--- config.mk ---
export PLATFORM = sky130hd
export DESIGN_NAME = upac_top
export DESIGN_NICKNAME = d
export VERILOG_FILES = /design/src/common/upac_pkg.sv /design/src/core/upac_top.sv
export SDC_FILE = /design/constraint.sdc
export NUM_CORES = 1
export LEC_CHECK = 0
export BUFFER_PORTS_ARGS = -buffer_cell sky130_fd_sc_hd__buf_2
export CAP_MARGIN = 40
export CORE_UTILIZATION = 40
export CTS_CLUSTER_DIAMETER = 200
export CTS_CLUSTER_SIZE = 8
export DETAILED_ROUTE_END_ITERATION = 16
export GPL_ROUTABILITY_DRIVEN = 0
export RECOVER_POWER = 50
export SLEW_MARGIN = 20
export SYNTH_ARGS = -nofsm -noshare
export SYNTH_HDL_FRONTEND = slang
export SYNTH_SLANG_ARGS = --single-unit
export TNS_END_PERCENT = 1
--- constraint.sdc ---
create_clock -name i_clk_sys -period 1.9 [get_ports i_clk_sys]
set_input_delay 0.095 -clock i_clk_sys [delete_from_list [all_inputs] [get_ports i_clk_sys]]
set_output_delay 0.095 -clock i_clk_sys [all_outputs]
set_load 0.03 [all_outputs]
--- src/common/upac_pkg.sv ---
// constants, field layout and carrier types for the cell-bus configuration bank
package upac_pkg;
	// register indices; byte address on the bus is four times the index
	localparam logic [7:0] IDX_USER_BYTE = 8'h12;
	localparam logic [7:0] IDX_BUS_MODE = 8'h13;
	localparam logic [7:0] IDX_LINK_ADDR_BASE = 8'h40;
	localparam logic [7:0] IDX_GROUP_ADDR_BASE = 8'h48;
	localparam logic [7:0] IDX_LINK_ENABLE = 8'h50;
	localparam logic [7:0] IDX_GROUP_ENABLE = 8'h51;
	localparam int NUM_LINK_ADDR_REGS = 8;
	localparam int NUM_GROUP_ADDR_REGS = 4;
	localparam int NUM_LINKS = 16;
	localparam int NUM_GROUPS = 8;

	// storage masks: bits outside a mask are not kept and read as zero
	localparam logic [15:0] MASK_USER_BYTE = 16'h0fff;
	localparam logic [15:0] MASK_ADDR_PAIR = 16'h1f1f;
	localparam logic [15:0] MASK_LINK_ENABLE = 16'hffff;
	localparam logic [15:0] MASK_GROUP_ENABLE = 16'h0fff;
	localparam logic [15:0] MASK_BUS_MODE = 16'h0001;

	// reset values
	localparam logic [15:0] RST_USER_BYTE = 16'h0000;
	localparam logic [15:0] RST_ADDR_PAIR = 16'h0000;
	localparam logic [15:0] RST_LINK_ENABLE = 16'h0000;
	localparam logic [15:0] RST_GROUP_ENABLE = 16'h0000;
	localparam logic [15:0] RST_BUS_MODE = 16'h0000;

	// field positions
	localparam int UDB_LSB = 0;
	localparam int UDB_MSB = 7;
	localparam int PAR_EVEN_BIT = 8;
	localparam int PAR_TRISTATE_BIT = 9;
	localparam int MODE_8BIT_BIT = 0;
	localparam int ADDR_LO_LSB = 0;
	localparam int ADDR_HI_LSB = 8;
	localparam int ADDR_W = 5;

	// cell layout on a 16-bit bus: word 2 carries the fifth and sixth header bytes
	localparam logic [4:0] CELL_UDF_WORD = 5'h02;

	// one word offered to the output cell bus
	typedef struct packed {
		logic [15:0] data;
		logic [4:0] idx;
	} upac_cell_word_s;

	// one word driven out on the output cell bus
	typedef struct packed {
		logic [15:0] data;
		logic parity;
		logic parity_oe;
		logic valid;
	} upac_out_word_s;
endpackage

--- src/core/upac_top.sv ---
// cell-bus configuration bank with apb slave, output byte/parity path and address match
//
// Contract
// user byte replaces sixth header byte; the code inserts it in 16-bit mode only
// parity even when select set, else odd
// parity tristate bit releases parity pin
// unused register bits always read zero; user byte bits 11:10 and group enable bits 11:8 read back as written
// eight link address pairs, N and N+8
// four group address pairs, N and N+4
// link enable bit N activates link address
// group enable bits 7:0 activate group addresses
// software writes zeros to reserved bits
// mode bit selects eight or sixteen bit
// answer only enabled link or group addresses
module upac_top (
	input wire logic i_clk_sys, // 20 MHz system clock
	input wire logic i_srst, // synchronous reset, active high
	input wire logic [11:0] i_paddr, // apb byte address
	input wire logic i_psel, // apb select
	input wire logic i_penable, // apb access phase
	input wire logic i_pwrite, // apb direction, high for write
	input wire logic [31:0] i_pwdata, // apb write data
	input wire logic [3:0] i_pstrb, // apb byte strobes
	output logic [31:0] o_prdata, // apb read data, registered
	output logic o_pready, // apb ready
	output logic o_pslverr, // apb error, registered
	input wire upac_pkg::upac_cell_word_s i_cell_word, // word from the cell core
	input wire logic i_cell_valid, // word valid strobe
	output upac_pkg::upac_out_word_s o_cell_out, // word on the output bus, registered
	output logic o_bus_8bit, // output bus width, high for 8-bit
	input wire logic [4:0] i_in_phy_addr, // polled or selected input address
	input wire logic i_in_addr_valid, // address valid strobe
	output logic o_in_addr_hit, // address belongs to an enabled port, registered
	output logic o_in_hit_group, // hit came from a group, registered
	output logic [3:0] o_in_hit_index // link or group number of the hit, registered
);
	// register storage
	logic [15:0] user_byte;
	logic [15:0] next_user_byte;
	logic [15:0] bus_mode;
	logic [15:0] next_bus_mode;
	logic [15:0] link_enable;
	logic [15:0] next_link_enable;
	logic [15:0] group_enable;
	logic [15:0] next_group_enable;
	logic [15:0] link_addr [0:upac_pkg::NUM_LINK_ADDR_REGS-1];
	logic [15:0] next_link_addr [0:upac_pkg::NUM_LINK_ADDR_REGS-1];
	logic [15:0] group_addr [0:upac_pkg::NUM_GROUP_ADDR_REGS-1];
	logic [15:0] next_group_addr [0:upac_pkg::NUM_GROUP_ADDR_REGS-1];

	// bus slave state
	logic [31:0] prdata;
	logic [31:0] next_prdata;
	logic pslverr;
	logic next_pslverr;
	logic [7:0] reg_idx;
	logic idx_ok;
	logic [15:0] rd_word;
	logic setup_phase;
	logic wr_take;
	logic [15:0] wr_word;

	// output path state
	upac_pkg::upac_out_word_s cell_out;
	upac_pkg::upac_out_word_s next_cell_out;

	// address match state
	logic hit;
	logic next_hit;
	logic hit_group;
	logic next_hit_group;
	logic [3:0] hit_index;
	logic [3:0] next_hit_index;
	logic [upac_pkg::NUM_LINKS-1:0] link_match;
	logic [upac_pkg::NUM_GROUPS-1:0] group_match;

	// decode: index is byte address over four, low two bits must be clear
	assign reg_idx = i_paddr[9:2];
	assign setup_phase = i_psel && !i_penable;
	// zero-wait slave: read data is latched in setup, so access always completes at once
	assign o_pready = 1'b1;
	assign wr_take = i_psel && i_penable && i_pwrite && !pslverr;
	// write data merged by the two low byte strobes; upper lanes hold nothing
	assign wr_word = {i_pstrb[1] ? i_pwdata[15:8] : rd_word[15:8],
		i_pstrb[0] ? i_pwdata[7:0] : rd_word[7:0]};

	// read mux; masks zero bits outside each mask, user byte bits 11:10 and group enable bits 11:8 read as stored
	always_comb
	begin
		rd_word = 16'h0000;
		idx_ok = (i_paddr[1:0] == 2'b00) && (i_paddr[11:10] == 2'b00);
		if (reg_idx == upac_pkg::IDX_USER_BYTE)
			rd_word = user_byte & upac_pkg::MASK_USER_BYTE;
		else if (reg_idx == upac_pkg::IDX_BUS_MODE)
			rd_word = bus_mode & upac_pkg::MASK_BUS_MODE;
		else if (reg_idx >= upac_pkg::IDX_LINK_ADDR_BASE && reg_idx < upac_pkg::IDX_GROUP_ADDR_BASE)
			rd_word = link_addr[reg_idx[2:0]] & upac_pkg::MASK_ADDR_PAIR;
		else if (reg_idx >= upac_pkg::IDX_GROUP_ADDR_BASE &&
			reg_idx < upac_pkg::IDX_GROUP_ADDR_BASE + 8'h04)
			rd_word = group_addr[reg_idx[1:0]] & upac_pkg::MASK_ADDR_PAIR;
		else if (reg_idx == upac_pkg::IDX_LINK_ENABLE)
			rd_word = link_enable & upac_pkg::MASK_LINK_ENABLE;
		else if (reg_idx == upac_pkg::IDX_GROUP_ENABLE)
			rd_word = group_enable & upac_pkg::MASK_GROUP_ENABLE;
		else
			idx_ok = 1'b0;
	end

	// bus answer: captured in the setup cycle and held through the access cycle
	always_comb
	begin
		next_prdata = prdata;
		next_pslverr = pslverr;
		if (setup_phase)
		begin
			// a refused access answers zero data as well as the error flag
			next_prdata = idx_ok ? {16'h0000, rd_word} : 32'h00000000;
			next_pslverr = !idx_ok;
		end
		// the access cycle keeps what setup latched; the master samples it at ready
		if (!i_psel)
		begin
			next_prdata = 32'h00000000;
			next_pslverr = 1'b0;
		end
	end

	always_ff @(posedge i_clk_sys)
	begin
		if (i_srst)
		begin
			prdata <= 32'h00000000;
			pslverr <= 1'b0;
		end
		else
		begin
			prdata <= next_prdata;
			pslverr <= next_pslverr;
		end
	end

	// answer flops drive the bus straight, so read data never glitches
	assign o_prdata = prdata;
	assign o_pslverr = pslverr;

	// register writes; reserved bits are stored as written, software keeps them zero
	always_comb
	begin
		next_user_byte = user_byte;
		next_bus_mode = bus_mode;
		next_link_enable = link_enable;
		next_group_enable = group_enable;
		for (int i = 0; i < upac_pkg::NUM_LINK_ADDR_REGS; i++)
			next_link_addr[i] = link_addr[i];
		for (int i = 0; i < upac_pkg::NUM_GROUP_ADDR_REGS; i++)
			next_group_addr[i] = group_addr[i];
		if (wr_take)
		begin
			if (reg_idx == upac_pkg::IDX_USER_BYTE)
				next_user_byte = wr_word & upac_pkg::MASK_USER_BYTE;
			else if (reg_idx == upac_pkg::IDX_BUS_MODE)
				next_bus_mode = wr_word & upac_pkg::MASK_BUS_MODE;
			else if (reg_idx >= upac_pkg::IDX_LINK_ADDR_BASE &&
				reg_idx < upac_pkg::IDX_GROUP_ADDR_BASE)
				next_link_addr[reg_idx[2:0]] = wr_word & upac_pkg::MASK_ADDR_PAIR;
			else if (reg_idx >= upac_pkg::IDX_GROUP_ADDR_BASE &&
				reg_idx < upac_pkg::IDX_GROUP_ADDR_BASE + 8'h04)
				next_group_addr[reg_idx[1:0]] = wr_word & upac_pkg::MASK_ADDR_PAIR;
			else if (reg_idx == upac_pkg::IDX_LINK_ENABLE)
				next_link_enable = wr_word & upac_pkg::MASK_LINK_ENABLE;
			else if (reg_idx == upac_pkg::IDX_GROUP_ENABLE)
				next_group_enable = wr_word & upac_pkg::MASK_GROUP_ENABLE;
		end
	end

	always_ff @(posedge i_clk_sys)
	begin
		if (i_srst)
		begin
			user_byte <= upac_pkg::RST_USER_BYTE;
			bus_mode <= upac_pkg::RST_BUS_MODE;
			link_enable <= upac_pkg::RST_LINK_ENABLE;
			group_enable <= upac_pkg::RST_GROUP_ENABLE;
			for (int i = 0; i < upac_pkg::NUM_LINK_ADDR_REGS; i++)
				link_addr[i] <= upac_pkg::RST_ADDR_PAIR;
			for (int i = 0; i < upac_pkg::NUM_GROUP_ADDR_REGS; i++)
				group_addr[i] <= upac_pkg::RST_ADDR_PAIR;
		end
		else
		begin
			user_byte <= next_user_byte;
			bus_mode <= next_bus_mode;
			link_enable <= next_link_enable;
			group_enable <= next_group_enable;
			for (int i = 0; i < upac_pkg::NUM_LINK_ADDR_REGS; i++)
				link_addr[i] <= next_link_addr[i];
			for (int i = 0; i < upac_pkg::NUM_GROUP_ADDR_REGS; i++)
				group_addr[i] <= next_group_addr[i];
		end
	end

	// width flag for the far side, taken straight from the mode register
	assign o_bus_8bit = bus_mode[upac_pkg::MODE_8BIT_BIT];

	// output path: one cycle of latency, byte insertion then parity on the final word
	always_comb
	begin
		logic [15:0] word;
		word = i_cell_word.data;
		next_cell_out = cell_out;
		next_cell_out.valid = i_cell_valid;
		// insertion only in 16-bit mode; the 8-bit bus carries no sixth byte slot
		if (!bus_mode[upac_pkg::MODE_8BIT_BIT] && i_cell_word.idx == upac_pkg::CELL_UDF_WORD)
			word[7:0] = user_byte[upac_pkg::UDB_MSB:upac_pkg::UDB_LSB];
		// in 8-bit mode only the low lane is live, so the high lane is forced quiet
		if (bus_mode[upac_pkg::MODE_8BIT_BIT])
			word[15:8] = 8'h00;
		if (i_cell_valid)
		begin
			next_cell_out.data = word;
			// even: parity makes the count of ones even; odd: the reverse
			next_cell_out.parity = user_byte[upac_pkg::PAR_EVEN_BIT] ? (^word) : ~(^word);
		end
		next_cell_out.parity_oe = !user_byte[upac_pkg::PAR_TRISTATE_BIT];
	end

	always_ff @(posedge i_clk_sys)
	begin
		if (i_srst)
		begin
			cell_out.data <= 16'h0000;
			cell_out.parity <= 1'b0;
			cell_out.parity_oe <= 1'b0;
			cell_out.valid <= 1'b0;
		end
		else
			cell_out <= next_cell_out;
	end

	// parity release is left to the pad: only the enable leaves here
	assign o_cell_out = cell_out;

	// per-port comparators: link N from pair reg N mod 8, group N from pair reg N mod 4
	for (genvar k = 0; k < upac_pkg::NUM_LINKS; k++)
	begin : g_link
		localparam int LSB = (k < 8) ? upac_pkg::ADDR_LO_LSB : upac_pkg::ADDR_HI_LSB;
		assign link_match[k] = link_enable[k] &&
			(link_addr[k % 8][LSB +: upac_pkg::ADDR_W] == i_in_phy_addr);
	end
	for (genvar g = 0; g < upac_pkg::NUM_GROUPS; g++)
	begin : g_group
		localparam int LSB = (g < 4) ? upac_pkg::ADDR_LO_LSB : upac_pkg::ADDR_HI_LSB;
		assign group_match[g] = group_enable[g] &&
			(group_addr[g % 4][LSB +: upac_pkg::ADDR_W] == i_in_phy_addr);
	end

	// hit priority: groups before links, lowest number first; disabled ports never answer
	always_comb
	begin
		next_hit = 1'b0;
		next_hit_group = 1'b0;
		next_hit_index = 4'h0;
		if (i_in_addr_valid)
		begin
			for (int k = upac_pkg::NUM_LINKS - 1; k >= 0; k--)
				if (link_match[k])
				begin
					next_hit = 1'b1;
					next_hit_group = 1'b0;
					next_hit_index = 4'(k);
				end
			for (int g = upac_pkg::NUM_GROUPS - 1; g >= 0; g--)
				if (group_match[g])
				begin
					next_hit = 1'b1;
					next_hit_group = 1'b1;
					next_hit_index = 4'(g);
				end
		end
	end

	always_ff @(posedge i_clk_sys)
	begin
		if (i_srst)
		begin
			hit <= 1'b0;
			hit_group <= 1'b0;
			hit_index <= 4'h0;
		end
		else
		begin
			hit <= next_hit;
			hit_group <= next_hit_group;
			hit_index <= next_hit_index;
		end
	end

	// match result stands for one cycle per polled address
	assign o_in_addr_hit = hit;
	assign o_in_hit_group = hit_group;
	assign o_in_hit_index = hit_index;
endmodule

==> results.yml <==
global_routing:
  grtUsageTotal_pct: 26.51
  grt_pass1_wl_um: 57340
  grt-ovfl-total: 0
  grt_start_max_net_pins: 63
  grt_pass1_vias: 9877
  antenna_found_initial: 1
worst_hold_path:
  hp-class: "in2reg"
drt:
  via_per_inst: 5.383
  wl_met1_um: 16510
  first_pass_iters: 9
  routedWlPerCell_um: 19.68
  drc: 0
  vias: 10240
  totalWireLength_um: 37450
  met2WireLength_um: 16890
  drt.antenna.violating_nets: 0
  routed.top_layer: "met4"
  met3WireLength_um: 2803
  drt_iter0_markers: 808
synth:
  ys.flop_type: "dfxtp_1"
  synthTopCellsByArea: "dfxtp_1 37%, nand2_1 8.9%, xor2_1 7.6%, a21oi_1 5.9%, mux4_2 5.8%"
  async_flop_share_pct: 0
  synth_area_leader_cell: "dfxtp_1"
  seq_area_frac_synth_pct: 37.30
  yosysUniqueCellTypes: 62
  avgSynthCellArea_um2: 8.586
  synth_seq_cells: 203
  synth_area_um2: 10900
  synth.top_cell.area_share_pct: 37.30
  synth-edff-count: 0
  ys_warn_count: 0
  postSynthCellCount: 1269
clock_tree:
  clockBufferDepth: 3
  cts_tree: "built"
  cts_sinks: 203
  cts_made_buffers: 29
  cts_root_buf: "clkbuf_16"
  clock_insertion_delay_worst_skew_ps: 540
  h-tree-depth: 1
  cts.clk_slew.worst_paths_ps: 50
placed_design:
  pre_cts_ws_ps: -841.9
  port_buffers: 105
  hpwlAfterDp_um: 27010
floorplan:
  num_io_pins: 141
  die_y_um: 167.0
  chipWidth_um: 167.0
  initial_core_util_pct: 40.65
  rows: 60
  die_area_um2: 27900
  fp.coreArea_um2: 26800
worst_setup_path:
  crit_path_top_delay_cell: "mux4_2"
  path_cells: "mux4_2, a2bb2oi_2, buf_4, o211ai_1, mux2_4, mux2i_1, nor2_1"
  cp.required_ps: 2300
  worstSetupEndpointType: "flop"
  cp_max_fo: 15
  crit_arrival_ps: 2480
  start_kind: "flop"
  worstSetupPathType: "reg2reg"
  critPathMaxStageDelay_ps: 500
power_and_ir_drop:
  ir_drop_v: 0.0005982
  power-per-cell-area_nw_per_um2: 685.4
  fin_total_pwr_mw: 9.864
  p_leak_nw: 5.780
sta:
  max_freq_mhz: 479.7
  finalHoldViolCount: 0
  drv_slew: 0
  setup-violations-final: 127
  finalCritPeriodShare_pct: 109.7
  layout_setup_ws_ps: -184.8
  fin_crit_ps: 2085
  skew_ps: 12.79
  worst_slew_pin_slew_ps: 733.6
  grt_setup_unrepaired: "true"
  timing.slew.headroom_pct: 51.09
run:
  cap_viol_max_count: 0
cells_and_area:
  fin_nets: 1643
  syn_to_final_growth_pct: 32.09
  drive_gt1_share_pct: 29.02
outcome:
  violations: "negative setup slack"
  status: "finished, violations left"
critical path: cells and delay by family, from the launching register on:
kind,cells,cell delay (ps)
multiplexers,3,1120
AND/OR/NAND/NOR,1,50
buffers and inverters,1,140
flip-flops,1,320
AO/OA/AOI/OAI,2,320
stage by stage:
stage          utilization [%]  area (um^2)  instances  setup TNS (ps)  hold WS [ps]
2_1_floorplan                -        10960       1284           -4519         234.2
3_3_place_gp             48.95        13120       1848          -59070         323.0
3_5_place_dp             48.95        13120       1848          -63730         341.9
4_1_cts                  53.40        14310       1900           -8546         18.39
5_1_grt                  53.69        14390       1902          -21840         40.15
6_report                 53.70        14390       1903          -11490         25.19
state kept, by name (all words and copies together), names as in the netlist:
| register | flops |
|---|---|
| o_in_hit_group | 1 |
| group_addr | 40 |
| link_addr | 80 |
| o_in_addr_hit | 1 |
| group_enable | 12 |
| o_pslverr | 1 |
| o_in_hit_index | 4 |
| bus_mode | 1 |
| user_byte | 12 |
| o_cell_out | 19 |
| o_prdata | 16 |
| link_enable | 16 |
final timing paths:
path,cells past startpoint,endpoint,slack (ps),from
setup reg to reg,7,link_addr[5][4]$_SDFFE_PP0P_,-180,group_addr[3][4]$_SDFFE_PP0P_
hold reg to reg,2,o_prdata[0]$_SDFFE_PP0P_,450,o_prdata[0]$_SDFFE_PP0P_
hold / removal,4,user_byte[7]$_SDFFE_PP0P_,30,i_pwdata[7]
setup / recovery,7,link_addr[5][4]$_SDFFE_PP0P_,-180,group_addr[3][4]$_SDFFE_PP0P_
kinds of logic after synthesis:
kind of cell	share of synthesized area, %
other	0.06893
AOI/OAI and AO/OA	12.25
muxes	12.77
xor gates and xnor gates	11.46
DFF	37.30
and+or+nand+nor	19.99
buffers and inverters	6.155
synthesized netlist by cell type, types with 4 or more instances:
cell type  instances
nand2_1          258
dfxtp_1          203
a21oi_1          129
nor2_1           106
xor2_1            94
mux2i_1           58
xnor2_1           46
clkbuf_1          34
buf_4             33
buf_2             29
mux4_2            28
nor4_1            26
a211oi_1          24
and3_1            23
a22oi_1           21
nor2b_1           15
nor3_1            11
buf_6              9
nand2b_1           9
nand3_1            9
o211ai_1           9
a2bb2oi_1          8
buf_1              8
mux2_2             8
o21ai_0            7
mux2_4             6
inv_1              4
power by group:
part | total (mW) | internal (mW) | switching, mW
Clock | 4.48 | 2.65 | 1.83
Sequential | 4.31 | 4.30 | 0.0165
Combinational | 1.07 | 0.417 | 0.656
metal layers:
layer  vias to the layer above  GRT usage (%)
li1                       4891              -
met1                      4857          36.45
met2                       425          42.24
met3                        71          3.826
met4                         0          9.420
met5                         -              0
layout by cell type, fill, tap and decap left out, types with 19 or more instances in the layout:
master and instances:
nor2_1 106, xor2_1 94, buf_2 62, nand2_1 251
nor4_1 20, mux2i_1 55, dfxtp_2 26, a21oi_1 127
a22oi_1 19, clkbuf_16 29, buf_4 207, dlygate4sd3_1 22
dfxtp_1 177, clkbuf_1 42, a211oi_1 24, mux4_2 28
xnor2_1 46
final cells by class:
class	count	area, um^2
Antenna cell	1	2.502
Clock buffer	29	725.7
Clock inverter	1	7.507
Fill cell	2523	12410
Inverter	5	18.77
Multi-Input combinational cell	963	6487
Sequential cell	203	4096
Tap cell	341	426.7
Timing Repair Buffer	360	2626
what timing repair did:
action | in CTS | in global routing
pin swaps | 29 | 12
setup buffers | 1 | 3
setup endpoints to repair | 154 | 156
hold endpoints to repair | 51 | 0
gates resized for setup | 58 | 37
hold buffers | 22 | 0
Note: power is estimated with default switching activity, not from simulation.
